**config.mk**
```make
export PLATFORM = sky130hd
export DESIGN_NAME = plnp_pin_logic
export DESIGN_NICKNAME = d
export VERILOG_FILES = /design/src/core/plnp_pin_logic.v
export VERILOG_INCLUDE_DIRS = /design/src /design/src/core
export SDC_FILE = /design/constraint.sdc
export NUM_CORES = 1
export LEC_CHECK = 0
export BUFFER_PORTS_ARGS = -buffer_cell sky130_fd_sc_hd__buf_2
export CAP_MARGIN = 15
export CORE_ASPECT_RATIO = 1.5
export CORE_MARGIN = 3
export CORE_UTILIZATION = 52
export CTS_CLUSTER_DIAMETER = 40
export DETAILED_ROUTE_END_ITERATION = 12
export HOLD_SLACK_MARGIN = 0.06
export PLACE_DENSITY = 0.83
export RECOVER_POWER = 100
export SYNTH_ARGS = -nofsm -noshare
export SYNTH_HDL_FRONTEND = slang
export SYNTH_SLANG_ARGS = --single-unit
```
**constraint.sdc**
```tcl
create_clock -name mclk -period 3 [get_ports mclk]
set_input_delay 0.45 -clock mclk [delete_from_list [all_inputs] [get_ports mclk]]
set_output_delay 0.45 -clock mclk [all_outputs]
set_load 0.05 [all_outputs]
```
**src/core/plnp_regs.vh**
```
// Register offsets, field positions and reset values of the low-nibble pin logic
`ifndef PLNP_REGS_VH
`define PLNP_REGS_VH

// Register offsets on the plain register port
`define PLNP_ADDR_W          3
`define PLNP_OFS_INPUT       3'h0
`define PLNP_OFS_LATCH       3'h1
`define PLNP_OFS_DIR         3'h2
`define PLNP_OFS_ANSEL       3'h3
`define PLNP_OFS_CTRL        3'h4

// Data width and pin count
`define PLNP_DATA_W          8
`define PLNP_PINS            4

// Control register field positions
`define PLNP_CTRL_PUD_N_BIT  0

// Reset values
`define PLNP_RST_LATCH       4'h0
`define PLNP_RST_DIR         4'hf
`define PLNP_RST_ANSEL       4'h0
`define PLNP_RST_PUD_N       1'b1
`define PLNP_RST_BYTE        8'h00
`define PLNP_RST_NIB         4'h0

// Pin positions of the fixed overrides
`define PLNP_PIN_IRQ         0
`define PLNP_PIN_BE          1
`define PLNP_PIN_A3          2
`define PLNP_PIN_A2          3

// Direction and analog select encodings
`define PLNP_DIR_IN          1'b1
`define PLNP_ANSEL_DIGITAL   1'b1

`endif

```
**src/core/plnp_pin_logic.v**
```verilog
// Pin logic for the four low pins of an 8-bit bidirectional port
`timescale 1ns/100ps
//
// Contract
// RQ1: Direction bit 1 makes pin an input; reads return its level.
// RQ2: Direction bit 0 drives latch onto pin; analog select leaves it alone.
// RQ3: Weak pull-up on input pins only while shared pull-up disable bit clear.
// RQ4: Analog-selected pin has its digital input path disabled.
// RQ5: After power-on reset all four pins are analog inputs.
// RQ6: Software sets analog select bits before trusting digital reads.
// RQ7: Debug enabled disables every other function on its pins.
// RQ8: Parallel byte enable and address outputs override the direction bit.
// RQ9: Pin is remap input when direction 1, remap output when 0.
// RQ10: Lowest pin feeds external interrupt 0 via Schmitt buffer if input.
// RQ11: Pull-up is turned off whenever the pin is an output.
// RQ12: All weak pull-ups are disabled on power-on reset.
// RQ13: Pins in analog default read back as zero.
// RQ14: One analog select bit per pin gates input; reset selects analog.
//
`include "plnp_regs.vh"

module plnp_pin_logic #(
  parameter PINS   = `PLNP_PINS,
  parameter DBG_MASK = 4'h0
) (
  input  wire                    mclk,
  input  wire                    rstn,
  input  wire                    ce,
  // Register port
  input  wire [`PLNP_ADDR_W-1:0] reg_addr,
  input  wire [`PLNP_DATA_W-1:0] reg_wdata,
  input  wire                    reg_wr,
  input  wire                    reg_rd,
  output reg  [`PLNP_DATA_W-1:0] reg_rdata_r,
  // Pad side
  input  wire [PINS-1:0]         pad_in,
  output reg  [PINS-1:0]         pad_out_r,
  output reg  [PINS-1:0]         pad_oe_r,
  output reg  [PINS-1:0]         pad_pullup_r,
  output reg  [PINS-1:0]         pad_analog_r,
  // Debug override
  input  wire                    in_circuit_debug,
  // Parallel port overrides
  input  wire                    parallel_byte_enable_en,
  input  wire                    parallel_byte_enable,
  input  wire                    parallel_addr_en,
  input  wire                    parallel_addr_bit3,
  input  wire                    parallel_addr_bit2,
  // Remappable peripheral pins
  input  wire [PINS-1:0]         remap_out_sel,
  input  wire [PINS-1:0]         remap_out_data,
  output reg  [PINS-1:0]         remap_in_r,
  // External interrupt 0 input
  output reg                     ext_irq_zero_input_r
);

  ////////////////////////////////////////////////////////////////////////////
  // Software visible state

  reg [PINS-1:0] output_latch_r;
  reg [PINS-1:0] pin_direction_bit_r;
  reg [PINS-1:0] analog_select_reg_r;
  reg            pullup_disable_n_r;

  // Pins held by the debug function
  wire [PINS-1:0] dbg_hold;

  // Digital input after analog and debug gating
  wire [PINS-1:0] dig_in;

  // Next values of the pad outputs
  reg  [PINS-1:0] pad_out_nxt;
  reg  [PINS-1:0] pad_oe_nxt;
  reg  [PINS-1:0] pad_pullup_nxt;

  // Read mux output
  reg  [`PLNP_DATA_W-1:0] rdata_nxt;

  // Per-pin override flags for the parallel port
  reg  [PINS-1:0] par_en;
  reg  [PINS-1:0] par_val;

  // Write enables, one per writable register; the input register has none
  wire            wr_latch;
  wire            wr_dir;
  wire            wr_ansel;
  wire            wr_ctrl;

  // Register images as software reads them; upper bits read zero
  wire [`PLNP_DATA_W-1:0] img_input;
  wire [`PLNP_DATA_W-1:0] img_latch;
  wire [`PLNP_DATA_W-1:0] img_dir;
  wire [`PLNP_DATA_W-1:0] img_ansel;
  reg  [`PLNP_DATA_W-1:0] img_ctrl;

  // Next values of the analog connection and the peripheral inputs
  wire [PINS-1:0] pad_analog_nxt;
  wire [PINS-1:0] remap_in_nxt;
  wire            ext_irq_zero_input_nxt;

  // Loop index
  integer i;

  ////////////////////////////////////////////////////////////////////////////
  // Helpers

  // Widen a nibble to the register data width, upper bits read zero
  function [`PLNP_DATA_W-1:0] plnp_widen;
    input [PINS-1:0] nib;
    begin
      plnp_widen = {{(`PLNP_DATA_W-PINS){1'b0}}, nib};
    end
  endfunction

  // Write strobe decode for one offset
  function plnp_hit;
    input                    strobe;
    input [`PLNP_ADDR_W-1:0] addr;
    input [`PLNP_ADDR_W-1:0] ofs;
    begin
      plnp_hit = strobe && (addr == ofs);
    end
  endfunction

  ////////////////////////////////////////////////////////////////////////////
  // Input gating

  // Debug owns its pins outright; no other function sees them
  assign dbg_hold = in_circuit_debug ? DBG_MASK[PINS-1:0] : {PINS{1'b0}}; // [RQ7]

  // Analog pins read zero; this also covers the power-on default
  assign dig_in = pad_in & analog_select_reg_r & ~dbg_hold; // [RQ4] [RQ13] [RQ14]

  // Analog path connected wherever analog select gates the digital buffer off and debug does not hold the pin
  assign pad_analog_nxt = ~analog_select_reg_r & ~dbg_hold;           // [RQ4]

  // Peripheral inputs see only pins left as digital inputs
  assign remap_in_nxt           = dig_in & pin_direction_bit_r;       // [RQ9]
  assign ext_irq_zero_input_nxt = remap_in_nxt[`PLNP_PIN_IRQ];        // [RQ10]

  ////////////////////////////////////////////////////////////////////////////
  // Write decode

  // Unmapped offsets match no enable, so such writes fall away
  assign wr_latch = plnp_hit(reg_wr, reg_addr, `PLNP_OFS_LATCH);
  assign wr_dir   = plnp_hit(reg_wr, reg_addr, `PLNP_OFS_DIR);
  assign wr_ansel = plnp_hit(reg_wr, reg_addr, `PLNP_OFS_ANSEL);
  assign wr_ctrl  = plnp_hit(reg_wr, reg_addr, `PLNP_OFS_CTRL);

  ////////////////////////////////////////////////////////////////////////////
  // Register writes

  // Output latch; like every flop here it holds while ce is low
  always @(posedge mclk or negedge rstn) begin
    if (!rstn) begin
      output_latch_r <= `PLNP_RST_LATCH;
    end else if (ce && wr_latch) begin
      output_latch_r <= reg_wdata[PINS-1:0];
    end
  end

  // Direction; resets to all inputs so nothing is driven at power-on
  always @(posedge mclk or negedge rstn) begin
    if (!rstn) begin
      pin_direction_bit_r <= `PLNP_RST_DIR;                   // [RQ5]
    end else if (ce && wr_dir) begin
      pin_direction_bit_r <= reg_wdata[PINS-1:0];
    end
  end

  // Analog select; resets to analog, software opts pins into digital
  always @(posedge mclk or negedge rstn) begin
    if (!rstn) begin
      analog_select_reg_r <= `PLNP_RST_ANSEL;                 // [RQ5] [RQ14]
    end else if (ce && wr_ansel) begin
      analog_select_reg_r <= reg_wdata[PINS-1:0];
    end
  end

  // Shared pull-up disable; set at reset so all pull-ups start off
  always @(posedge mclk or negedge rstn) begin
    if (!rstn) begin
      pullup_disable_n_r <= `PLNP_RST_PUD_N;                  // [RQ12]
    end else if (ce && wr_ctrl) begin
      pullup_disable_n_r <= reg_wdata[`PLNP_CTRL_PUD_N_BIT];
    end
  end

  ////////////////////////////////////////////////////////////////////////////
  // Register reads

  // Nibble registers widened to the data width
  assign img_input = plnp_widen(dig_in);                        // [RQ1] [RQ13]
  assign img_latch = plnp_widen(output_latch_r);
  assign img_dir   = plnp_widen(pin_direction_bit_r);
  assign img_ansel = plnp_widen(analog_select_reg_r);

  // Control image carries only the pull-up disable bit
  always @* begin
    img_ctrl                       = `PLNP_RST_BYTE;
    img_ctrl[`PLNP_CTRL_PUD_N_BIT] = pullup_disable_n_r;
  end

  // Read mux; unmapped offsets answer zero
  always @* begin
    rdata_nxt = `PLNP_RST_BYTE;
    if (reg_rd) begin
      case (reg_addr)
        `PLNP_OFS_INPUT: rdata_nxt = img_input;                 // [RQ1] [RQ13]
        `PLNP_OFS_LATCH: rdata_nxt = img_latch;
        `PLNP_OFS_DIR:   rdata_nxt = img_dir;
        `PLNP_OFS_ANSEL: rdata_nxt = img_ansel;
        `PLNP_OFS_CTRL:  rdata_nxt = img_ctrl;
        default:         rdata_nxt = `PLNP_RST_BYTE;
      endcase
    end
  end

  // Read data stand for the one cycle after the strobe only
  always @(posedge mclk or negedge rstn) begin
    if (!rstn) begin
      reg_rdata_r <= `PLNP_RST_BYTE;
    end else if (ce) begin
      reg_rdata_r <= rdata_nxt;
    end
  end

  ////////////////////////////////////////////////////////////////////////////
  // Parallel port overrides

  // Byte enable on one pin, two address bits on two others
  always @* begin
    par_en  = {PINS{1'b0}};
    par_val = {PINS{1'b0}};
    par_en[`PLNP_PIN_BE]  = parallel_byte_enable_en;          // [RQ8]
    par_val[`PLNP_PIN_BE] = parallel_byte_enable;
    par_en[`PLNP_PIN_A3]  = parallel_addr_en;                 // [RQ8]
    par_val[`PLNP_PIN_A3] = parallel_addr_bit3;
    par_en[`PLNP_PIN_A2]  = parallel_addr_en;                 // [RQ8]
    par_val[`PLNP_PIN_A2] = parallel_addr_bit2;
  end

  ////////////////////////////////////////////////////////////////////////////
  // Pad drive and pull-up

  // Priority: debug, parallel port, remap output, latch.
  // Analog select is deliberately absent from the drive path.
  always @* begin
    pad_out_nxt    = {PINS{1'b0}};
    pad_oe_nxt     = {PINS{1'b0}};
    pad_pullup_nxt = {PINS{1'b0}};
    for (i = 0; i < PINS; i = i + 1) begin
      if (dbg_hold[i]) begin
        // Pin released to the debug function
        pad_out_nxt[i] = 1'b0;                                // [RQ7]
        pad_oe_nxt[i]  = 1'b0;
      end else if (par_en[i]) begin
        // Direction bit ignored for these outputs
        pad_out_nxt[i] = par_val[i];                          // [RQ8]
        pad_oe_nxt[i]  = 1'b1;
      end else if (pin_direction_bit_r[i] != `PLNP_DIR_IN) begin
        pad_oe_nxt[i] = 1'b1;                                 // [RQ2] [RQ9]
        if (remap_out_sel[i]) begin
          pad_out_nxt[i] = remap_out_data[i];                 // [RQ9]
        end else begin
          pad_out_nxt[i] = output_latch_r[i];                 // [RQ2]
        end
      end else begin
        // Input: high impedance, pull-up only if enabled
        pad_oe_nxt[i]     = 1'b0;                             // [RQ1]
        pad_pullup_nxt[i] = ~pullup_disable_n_r;              // [RQ3]
      end
    end
    // Any driven pin loses its pull-up
    pad_pullup_nxt = pad_pullup_nxt & ~pad_oe_nxt;            // [RQ11]
  end

  // Pad outputs registered; pull-ups off and pins released at reset
  always @(posedge mclk or negedge rstn) begin
    if (!rstn) begin
      pad_out_r    <= `PLNP_RST_NIB;
      pad_oe_r     <= `PLNP_RST_NIB;
      pad_pullup_r <= `PLNP_RST_NIB;                          // [RQ12]
      pad_analog_r <= ~`PLNP_RST_ANSEL;                       // [RQ5]
    end else if (ce) begin
      pad_out_r    <= pad_out_nxt;
      pad_oe_r     <= pad_oe_nxt;
      pad_pullup_r <= pad_pullup_nxt;
      pad_analog_r <= pad_analog_nxt;                         // [RQ4]
    end
  end

  ////////////////////////////////////////////////////////////////////////////
  // Peripheral inputs

  // Remap inputs and interrupt 0 see only digital input pins.
  // A registered sample stands in for the Schmitt buffer; glitches
  // shorter than a clock are not filtered, which the user must know.
  always @(posedge mclk or negedge rstn) begin
    if (!rstn) begin
      remap_in_r           <= `PLNP_RST_NIB;
      ext_irq_zero_input_r <= 1'b0;
    end else if (ce) begin
      remap_in_r           <= remap_in_nxt;                   // [RQ9]
      ext_irq_zero_input_r <= ext_irq_zero_input_nxt;         // [RQ10]
    end
  end

endmodule

```
After elaboration in Yosys (flattened, before gate mapping)
Index checks and enable logic that the tools add are counted.
- divide/modulo/power cells: 0
- mux-type cells: 27
- magnitude comparators: 0
- bitwise operators: 6
- add/subtract/negate cells: 0
- equality and inequality tests: 4
- shift operators: 0
- multiply operators: 0
- reductions and logical operators: 9
- operators with widths (kind ; number):
    $mux W1 ; 25
    $pmux W4 S5 ; 1
    $and A4 B4 Y4 ; 3
    $logic_and A1 B1 Y1 ; 8
    $not A4 Y4 ; 2
    $eq A3 B2 Y1 const B ; 2
    $mux W4 ; 1
    $eq A3 B1 Y1 const B ; 1
    $eq A3 B3 Y1 const B ; 1
    $logic_not A3 Y1 ; 1
    $not A1 Y1 ; 1
- ROM bits: 0
- input port bits: 34
- latch bits: 0
- memories kept: 0
- bits in registers: 42
- bits in writable memories: 0

Depth between registers and ports, before layout
Gate-level depths: netlist (run 1).
- depth after elaboration: 4
- mapped depth: 5
- mapped depth without buffers: 3

Worst setup path before layout (run 1)
OpenSTA, ideal clock, no wires.
- path type: in2reg
- start: input port ce
- end: register output_latch_r[0]
- cell stages on the path: 4
- slack: 1610 ps
- arrival: 1265 ps
- data required time: 2875 ps
- cell sequence: buf_2 and4bb_2 nand2_1 mux2_2
- longest elaborated chain between the ends: 1
- RTL lines (item ; RTL line ; RTL):
    start, declared ; plnp_pin_logic.v:28 ; input wire ce,
    $logic_and A1 B1 Y1 ; plnp_pin_logic.v:157 ; end else if (ce && wr_latch) begin
    end signal, assigned ; plnp_pin_logic.v:156 ; output_latch_r <= `PLNP_RST_LATCH;
    end signal, assigned ; plnp_pin_logic.v:158 ; output_latch_r <= reg_wdata[PINS-1:0];
    end, declared ; plnp_pin_logic.v:60 ; reg [PINS-1:0] output_latch_r;
No other way between the ends.
A chain may end at the register's enable or synchronous reset.

Worst setup path after layout (run 1)
- start: input port ce
- end: register analog_select_reg_r[3]
- longest elaborated chain between the ends: 1
- RTL lines (item ; RTL line ; RTL):
    $logic_and A1 B1 Y1 ; plnp_pin_logic.v:175 ; end else if (ce && wr_ansel) begin
    end signal, assigned ; plnp_pin_logic.v:174 ; analog_select_reg_r <= `PLNP_RST_ANSEL;
    end signal, assigned ; plnp_pin_logic.v:176 ; analog_select_reg_r <= reg_wdata[PINS-1:0];
    end, declared ; plnp_pin_logic.v:62 ; reg [PINS-1:0] analog_select_reg_r;
No other way between the ends.

==> out/metrics.cfg, run 1 <==
[yosys]
synth_top_area_frac=0.403
yosysTopAreaCell=dfrtp_1
synth.area.top_cells=dfrtp_1 (40%), dfstp_2 (14%), mux2_2 (6.5%), mux2i_1 (4.0%), mux2_4 (3.5%)
synth-warning-count=0
ys.flop_type=dfrtp_1
synth_common_cells=dfrtp_1 (28), nand2_1 (11), o21ai_0 (11)
synth_cell_types=33
async_reset_ff_frac=1.00
seq_area_frac_synth=0.540
postSynthAreaPerCell_sq_um=11.9
syn_area_sq_um=1740
yosysMostFrequentCell=dfrtp_1
synth_edf_count=0
syn_inst=146
ys_seq_elements=37

[clock_network]
postCtsSetupRepairBufs=0
cts_sinks=37
cts_buffer_depth=2
htreeDepth=2
hold_buffers=0
cts_resized=0
path_clk_slew_ns=0.07
cts_root_buf=clkbuf_8
cts_tree=yes
cts_buffers=5
clk_latency_ns=0.28

[global_route]
grt_pass1_wl_microns=6250
grt_overflow=0
use_met1=0.251
top_usage_layer=met2
grt_start_max_net_pins=38
track_usage=0.208
antenna_found_initial=0
grt_use_met2=0.332
grt_pass1_vias=1358
grt_use_met3=0.0602

[timing]
fin_crit_ns=2.11
skew_ns=0.00530
rsz0062_at_grt=false
setup_viol=0
holdWs_ns=0.421
fmax_ghz=0.474
maxSlewHeadroom=-0.253
worstMarginPinSlew_ns=1.88
tns_ns=0
hold_viol=0
post-route-period-util=0.703
maxSlewViolCount=38

[power_and_ir_drop]
peakVddDrop_mv=0.418
p_leak_nw=0.910
pwr_density_cell_nw_per_um2=682

[drt]
wl_per_cell_microns=16.0
detail_route.first_pass.iterations=4
wl_microns=3800
viasPerCell=5.55
drc=0
vias=1320
drtIter0Drc=51
ant_nets=0

[floorplan]
pin_count=63
die_x_microns=53.2
initial_core_util=0.544
die-area_sq_um=4080
core_area_sq_um=3190
die_y_microns=76.8
num_rows=25

[status]
violations=capacitance limit, slew limit
status=finished, violations left

[placed_design]
dp_cells=231
place_hpwl_microns=2900
place.port_buffers=53
postPlaceCellArea_sq_um=2000
routabilityCongestion=0.843

[finish]
num_antenna_cells=0
fin_area_sq_um=2030
fin_cells=238
fin_nets=232
area_growth_pct=17.0
final_core_util=0.637
drive_gt1_frac=0.273

[worst_setup_path]
start_kind=input port
crit_fanout=29
criticalPathCategory=in -> reg
cp.arrival_ns=2.28
required_ns=3.17
end_kind=register

[job]
cap_viol_max_count=1

[worst_hold_path]
worst_hold_path_type=in -> reg

==> cells by family (layout without fill, tap and decap cells) <==
family,count (synthesis),in the layout,synth area share
buffers and inverters,19,68,0.0562
AO/OA/AOI/OAI,34,34,0.136
multiplexers,21,21,0.140
AND/OR/NAND/NOR,34,34,0.126
other,1,4,0.00216
flip-flops,37,37,0.540
==> registers in the layout, indices dropped and copies added, names as in the netlist <==
signal               cells
pullup_disable_n_r       1
pad_oe_r                 4
pad_pullup_r             4
analog_select_reg_r      4
reg_rdata_r              4
pin_direction_bit_r      4
remap_in_r               4
output_latch_r           4
pad_analog_r             4
pad_out_r                4
==> stage by stage <==
| stage | setup slack [ns] | power (mW) |
|---|---|---|
| after floorplan | 1.61 | 0.962 |
| after global placement | 1.12 | 1.06 |
| after detailed placement | 1.07 | 1.08 |
| after CTS | 1.38 | 1.42 |
| after global routing | 0.690 | 1.46 |
| final | 0.891 | 1.39 |
==> placed cells by master (no fill, tap or decap), drive strengths merged <==
cell / n
dfrtp: 28
a211oi: 1
nand4: 4
a32oi: 1
a21oi: 2
o311ai: 3
a21o: 2
buf: 26
and4bb: 2
a31oi: 2
nand3b: 4
o21a: 3
nand4bb: 1
nand2b: 3
and3b: 3
clkbuf: 34
a211o: 2
inv: 8
nor2: 2
nand3: 2
o2bb2ai: 4
nor3b: 1
o21ai: 11
nand2: 11
dfstp: 9
mux2i: 7
or3: 1
conb: 4
mux2: 14
a41oi: 1
a22o: 2
==> layout make-up <==
cell class	count	area, sq um
Clock buffer	7	86.3
Fill cell	289	1160
Inverter	8	30.0
Multi-Input combinational cell	93	697
Sequential cell	37	937
Tap cell	40	50.0
Timing Repair Buffer	53	231
==> power breakdown <==
part,switching (mW),internal [mW]
clock,0.160,0.182
sequential,0.0732,0.600
combinational,0.265,0.106
==> layer usage <==
layer	share of wire	vias up
li1	-	627
met1	0.40	639
met2	0.52	45
met3	0.058	9
met4	0.020	0
met5	0	-
==> critical path: stages <==
cell and delay, ns:
clkbuf_1 0.79, nand3_1 0.23, nor3b_2 0.42, mux2_2 0.39
==> path summary, 6_finish.rpt <==
kind,end,slack [ns],start,cells past startpoint
max reg2reg,reg_rdata_r[3],1.82,analog_select_reg_r[3],3
min in group asynchronous,remap_in_r[1],0.67,rstn,1
max,analog_select_reg_r[3],0.89,ce,4
max in group asynchronous,pad_oe_r[2],1.24,rstn,1
min,pin_direction_bit_r[3],0.42,reg_wdata[3],2
min reg2reg,pad_out_r[3],0.48,pad_out_r[3],1
(Power assumes the default switching activity.)
==> run 2: changes to the inputs <==
- CORE_UTILIZATION: 52 -> 44
- PLACE_DENSITY: 0.83 -> 0.75
- clock period: 3 -> 1.85 ns (I/O delays scaled with it)
==> out/metrics.cfg, run 2 (synthesis results as in run 1) <==
[status]
status=finished clean  ; was finished, violations left

[drt]
vias=1333  ; was 1,320
detail_route.first_pass.iterations=4  ; unchanged
wl_per_cell_microns=15.4  ; was 16.0 microns
viasPerCell=5.44  ; was 5.55
drtIter0Drc=24  ; was 51
wl_microns=3760  ; was 3800 microns
ant_nets=0  ; unchanged
drc=0  ; unchanged

[power_and_ir_drop]
clkPwrFrac=0.247  ; about the same
combPwrFrac=0.269  ; was 0.267
pwr_density_cell_nw_per_um2=1090  ; was 682 nW/um^2
p_total_mw=2.24  ; was 1.39 mW
p_leak_nw=0.926  ; was 0.910 nW
peakVddDrop_mv=0.616  ; was 0.418 mV
p_int_mw=1.44  ; was 0.888 mW
power_frac_seq=0.484  ; was 0.486
p_sw_frac=0.358  ; was 0.360
switchingPower_mw=0.804  ; was 0.499 mW

[timing]
worst_slack_ns=0.287  ; was 0.891 ns
fin_crit_ns=1.56
tns_ns=0  ; unchanged
post-route-period-util=0.845
rsz0062_at_grt=false  ; unchanged
maxSlewHeadroom=0.405  ; was -0.253
fmax_ghz=0.640
setup_viol=0  ; unchanged
skew_ns=0.00201  ; was 0.00530 ns
hold_viol=0  ; unchanged
maxSlewViolCount=0  ; was 38
worstMarginPinSlew_ns=0.893  ; was 1.88 ns

[clock_network]
path_clk_slew_ns=0.07  ; about the same
htreeDepth=2  ; unchanged
cts_root_buf=clkbuf_8  ; unchanged
clk_latency_ns=0.28  ; about the same
cts_tree=yes  ; unchanged
cts_buffer_depth=2  ; unchanged
cts_sinks=37  ; unchanged
cts_buffers=5  ; unchanged
postCtsSetupRepairBufs=0  ; unchanged

[finish]
fin_area_sq_um=2060  ; was 2030 sq um
num_antenna_cells=0  ; unchanged
drive_gt1_frac=0.262  ; was 0.273
final_core_util=0.550  ; was 0.637
fin_nets=236  ; was 232
fillers=348  ; was 289
layout_common_cells=dfrtp_1 (28), clkbuf_1 (28), buf_2 (26), nand2_1 (11), o21ai_0 (11)  ; unchanged
area_growth_pct=18.7  ; was 17.0%

[placed_design]
postPlaceCellArea_sq_um=2020  ; was 2000 sq um
place.port_buffers=53  ; unchanged
place_hpwl_microns=2840  ; was 2900 microns
routabilityCongestion=0.845  ; was 0.843
dp_worst_setup_slack_ns=0.366  ; was 1.07 ns

[worst_setup_path]
r2r-start=analog_select_reg_r[3]  ; unchanged
path_buf_inv=1  ; unchanged
cp.arrival_ns=1.29  ; was 2.28 ns
end_kind=output port  ; was register
crit_chain=clkbuf_1  ; was clkbuf_1, nand3_1, nor3b_2, mux2_2
required_ns=1.57  ; was 3.17 ns
critPathTopFamily=flip-flops  ; was buffers and inverters
r2r_cells=3  ; unchanged
r2r_slack_ns=0.68  ; was 1.82 ns
cp_slowest_cell=dfstp_2  ; was clkbuf_1
start_kind=register  ; was input port
crit_fanout=2  ; was 29
slowest_delay_ns=0.54  ; was 0.79 ns
r2r_end=reg_rdata_r[3]  ; unchanged
criticalPathCategory=reg -> out  ; was in -> reg

[global_route]
grt_use_met2=0.279  ; was 0.332
track_usage=0.174  ; was 0.208
grt_start_max_net_pins=38  ; unchanged
use_met1=0.224  ; was 0.251
grt_use_met3=0.0420  ; was 0.0602
top_usage_layer=met2  ; unchanged
antenna_found_initial=0  ; unchanged
grt_pass1_wl_microns=6480  ; was 6250 microns
grt_pass1_vias=1321  ; was 1,358
grt_overflow=0  ; unchanged

[job]
cap_viol_max_count=0  ; was 1

[worst_hold_path]
hold_end=pin_direction_bit_r[3]  ; unchanged
min_from=reg_wdata[3]  ; unchanged
holdPathStages=2  ; unchanged
worst_hold_path_type=in -> reg  ; unchanged

[floorplan]
die_x_microns=57.3  ; was 53.2 microns
initial_core_util=0.463  ; was 0.544
die_y_microns=82.9  ; was 76.8 microns
core_area_sq_um=3750  ; was 3190 sq um
num_rows=27  ; was 25
die-area_sq_um=4750  ; was 4080 sq um
pin_count=63  ; unchanged

run 2: worst register-to-register path: stages, from the launching register on:
cell     delay, ns
dfrtp_1       0.42
and3b_1       0.18
a211o_1       0.27
a22o_1        0.20
run 2: timing repair:
action | in CTS | in global routing
hold buffers | 1 | 0
hold endpoints to repair | 28 | 0
gates resized for setup | 0 | 0
run 2: final cells by class:
class	count	area [sq um]	share of cell area
timing repair buffer	57	262	0.127
multi-input combinational	93	692	0.336
tap	43	53.8	0.0261
inverter	8	30.0	0.0146
sequential	37	937	0.455
clock buffer	7	86.3	0.0419
run 2: per-stage QoR:
stage,hold slack [ns],std cells
CTS,0.253,245
global route,0.259,245
finish,0.259,245
global placement,0.343,237
floorplan,-0.0181,149
detailed placement,0.345,237
run 2: power groups by stage:
stage	Combinational (mW)	Sequential [mW]	Clock (mW)
5_1_grt	0.647	1.11	0.612
3_5_place_dp	0.643	1.10	0
4_1_cts	0.645	1.09	0.572
2_1_floorplan	0.239	1.32	0
6_report	0.603	1.08	0.555
3_3_place_gp	0.631	1.10	0
run 2: how the worst max path moves through the flow:
stage          depth (start not counted)  slack, ns             from                      to
6_report                               1       0.29  pad_analog_r[3]         pad_analog_r[3]
5_1_grt                                4       0.23               ce  analog_select_reg_r[1]
4_1_cts                                1       0.49  pad_analog_r[2]         pad_analog_r[2]
3_5_place_dp                           5       0.37               ce          reg_rdata_r[0]
3_3_place_gp                           5       0.40               ce          reg_rdata_r[0]
2_1_floorplan                          4       0.63               ce       output_latch_r[0]
run 2: per-layer routing:
layer	wire length, microns	vias to the layer above	part of all wire
met5	0	-	0
met1	1580	657	0.42
met2	1950	40	0.52
li1	-	631	-
met3	190	5	0.051
met4	44	0	0.012
==> run 3: changes to the inputs <==
- clock period: 1.85 -> 1.25 ns (I/O delays scaled with it)
==> out/metrics.cfg, run 3 (synthesis results as in run 1) <==
[finish]
fin_nets=245  ; was 236
fillers=345  ; was 348
area_growth_pct=24.9  ; was 18.7%
multi_input_area_sq_um=692  ; unchanged
num_antenna_cells=0  ; unchanged
mostFrequentLayoutCell=dfrtp_1
layout_common_cells=dfrtp_1 (28), buf_2 (26), clkbuf_2 (24), buf_4 (13)  ; was dfrtp_1 (28), clkbuf_1 (28), buf_2 (26), nand2_1 (11), o21ai_0 (11)
drive_gt1_frac=0.420  ; was 0.262
seq_area_sq_um=937  ; unchanged

[clock_network]
cts_buffer_depth=2  ; unchanged
path_clk_slew_ns=0.08  ; was 0.07 ns
postCtsSetupRepairBufs=0  ; unchanged
htreeDepth=2  ; unchanged
cts_buffers=5  ; unchanged
clk_latency_ns=0.29  ; was 0.28 ns
cts_tree=yes  ; unchanged
cts_root_buf=clkbuf_8  ; unchanged
cts_sinks=37  ; unchanged

[timing]
setup_viol=0  ; unchanged
fin_crit_ns=1.21
hold_viol=0  ; unchanged
holdWs_ns=0.160  ; was 0.259 ns
worst_slack_ns=0.0380  ; was 0.287 ns
skew_ns=0.00592  ; was 0.00201 ns
fmax_ghz=0.825
rsz0062_at_grt=false  ; unchanged
post-route-period-util=0.970
maxSlewViolCount=0  ; unchanged

[power_and_ir_drop]
peakVddDrop_mv=0.957  ; was 0.616 mV
p_leak_nw=1.05  ; was 0.926 nW
pwr_density_cell_nw_per_um2=1560  ; was 1090 nW/um^2
p_total_mw=3.38  ; was 2.24 mW

[drt]
detail_route.first_pass.iterations=4  ; unchanged
vias=1338  ; was 1,333
wl_per_cell_microns=15.1  ; was 15.4 microns
wl_microns=3840  ; was 3760 microns
ant_nets=0  ; unchanged
viasPerCell=5.25  ; was 5.44
drc=0  ; unchanged
drtIter0Drc=33  ; was 24

[global_route]
antenna_found_initial=0  ; unchanged
grt_pass1_vias=1360  ; was 1,321
grt_pass1_wl_microns=6550  ; was 6480 microns
grt_start_max_net_pins=23  ; was 38
track_usage=0.177  ; was 0.174
grt_overflow=0  ; unchanged

[worst_setup_path]
slowest_delay_ns=0.54  ; about the same
path_buf_inv=1  ; unchanged
required_ns=1.06  ; was 1.57 ns
r2r_slack_ns=0.13  ; was 0.68 ns
criticalPathCategory=reg -> out  ; unchanged
critPathTopFamily=flip-flops  ; unchanged
crit_chain=buf_4  ; was clkbuf_1
end_kind=output port  ; unchanged
crit_fanout=2  ; unchanged
cp_slowest_cell=dfstp_2  ; unchanged
cp.arrival_ns=1.02  ; was 1.29 ns
start_kind=register  ; unchanged

[floorplan]
num_rows=27  ; unchanged
core_area_sq_um=3750  ; unchanged
pin_count=63  ; unchanged
die_y_microns=82.9  ; unchanged
die_x_microns=57.3  ; unchanged
initial_core_util=0.463  ; unchanged
die-area_sq_um=4750  ; unchanged

[job]
cap_viol_max_count=0  ; unchanged

[worst_hold_path]
worst_hold_path_type=in -> reg  ; unchanged

[placed_design]
place.port_buffers=53  ; unchanged
place_hpwl_microns=3000  ; was 2840 microns
routabilityCongestion=0.819  ; was 0.845
dp_worst_setup_slack_ns=-0.00219  ; was 0.366 ns

[status]
status=finished clean  ; unchanged

-- run 3: per-stage QoR --
stage	std cells	instance area, sq um	util	TNS (ns)
after floorplan	149	1750	-	0
after global placement	246	2100	0.561	0
after detailed placement	246	2100	0.561	-0.00219
after CTS	255	2210	0.589	0
after global routing	255	2170	0.578	0
final	255	2170	0.578	0
-- run 3: area by class of cell --
| type | instances | share of cell area |
|---|---|---|
| sequential | 37 | 0.432 |
| multi-input combinational | 93 | 0.319 |
| timing repair buffer | 66 | 0.170 |
| clock buffer | 5 | 0.0317 |
| tap | 43 | 0.0248 |
| inverter | 8 | 0.0138 |
| clock inverter | 3 | 0.00808 |
-- run 3: power breakdown --
group | switching, mW | leakage [nW] | total, mW | internal, mW
clock network | 0.423 | 0.0439 | 0.808 | 0.384
logic | 0.645 | 0.566 | 0.977 | 0.331
registers | 0.167 | 0.442 | 1.60 | 1.43
-- run 3: path summary, 6_finish.rpt --
kind / startpoint / end / cells past startpoint
hold / removal: reg_wdata[3] / pin_direction_bit_r[3] / 2
setup / recovery: pad_analog_r[1] / pad_analog_r[1] / 1
hold reg to reg: pad_out_r[1] / pad_out_r[1] / 1
min in group asynchronous: rstn / pad_oe_r[1] / 2
setup reg to reg: analog_select_reg_r[1] / reg_rdata_r[1] / 3
max in group asynchronous: rstn / pad_analog_r[3] / 3
-- run 3: what timing repair did --
| item | in CTS | in global routing |
|---|---|---|
| setup endpoints to repair | 4 | 0 |
| resized for setup | 4 | 0 |
| hold endpoints to repair | 13 | 0 |
| hold buffers | 1 | 0 |
-- run 3: routing by layer --
metal	part of all wire	track usage
met5	0	0
met3	0.053	0.0607
met2	0.52	0.291
met4	0.010	0.0633
met1	0.41	0.212
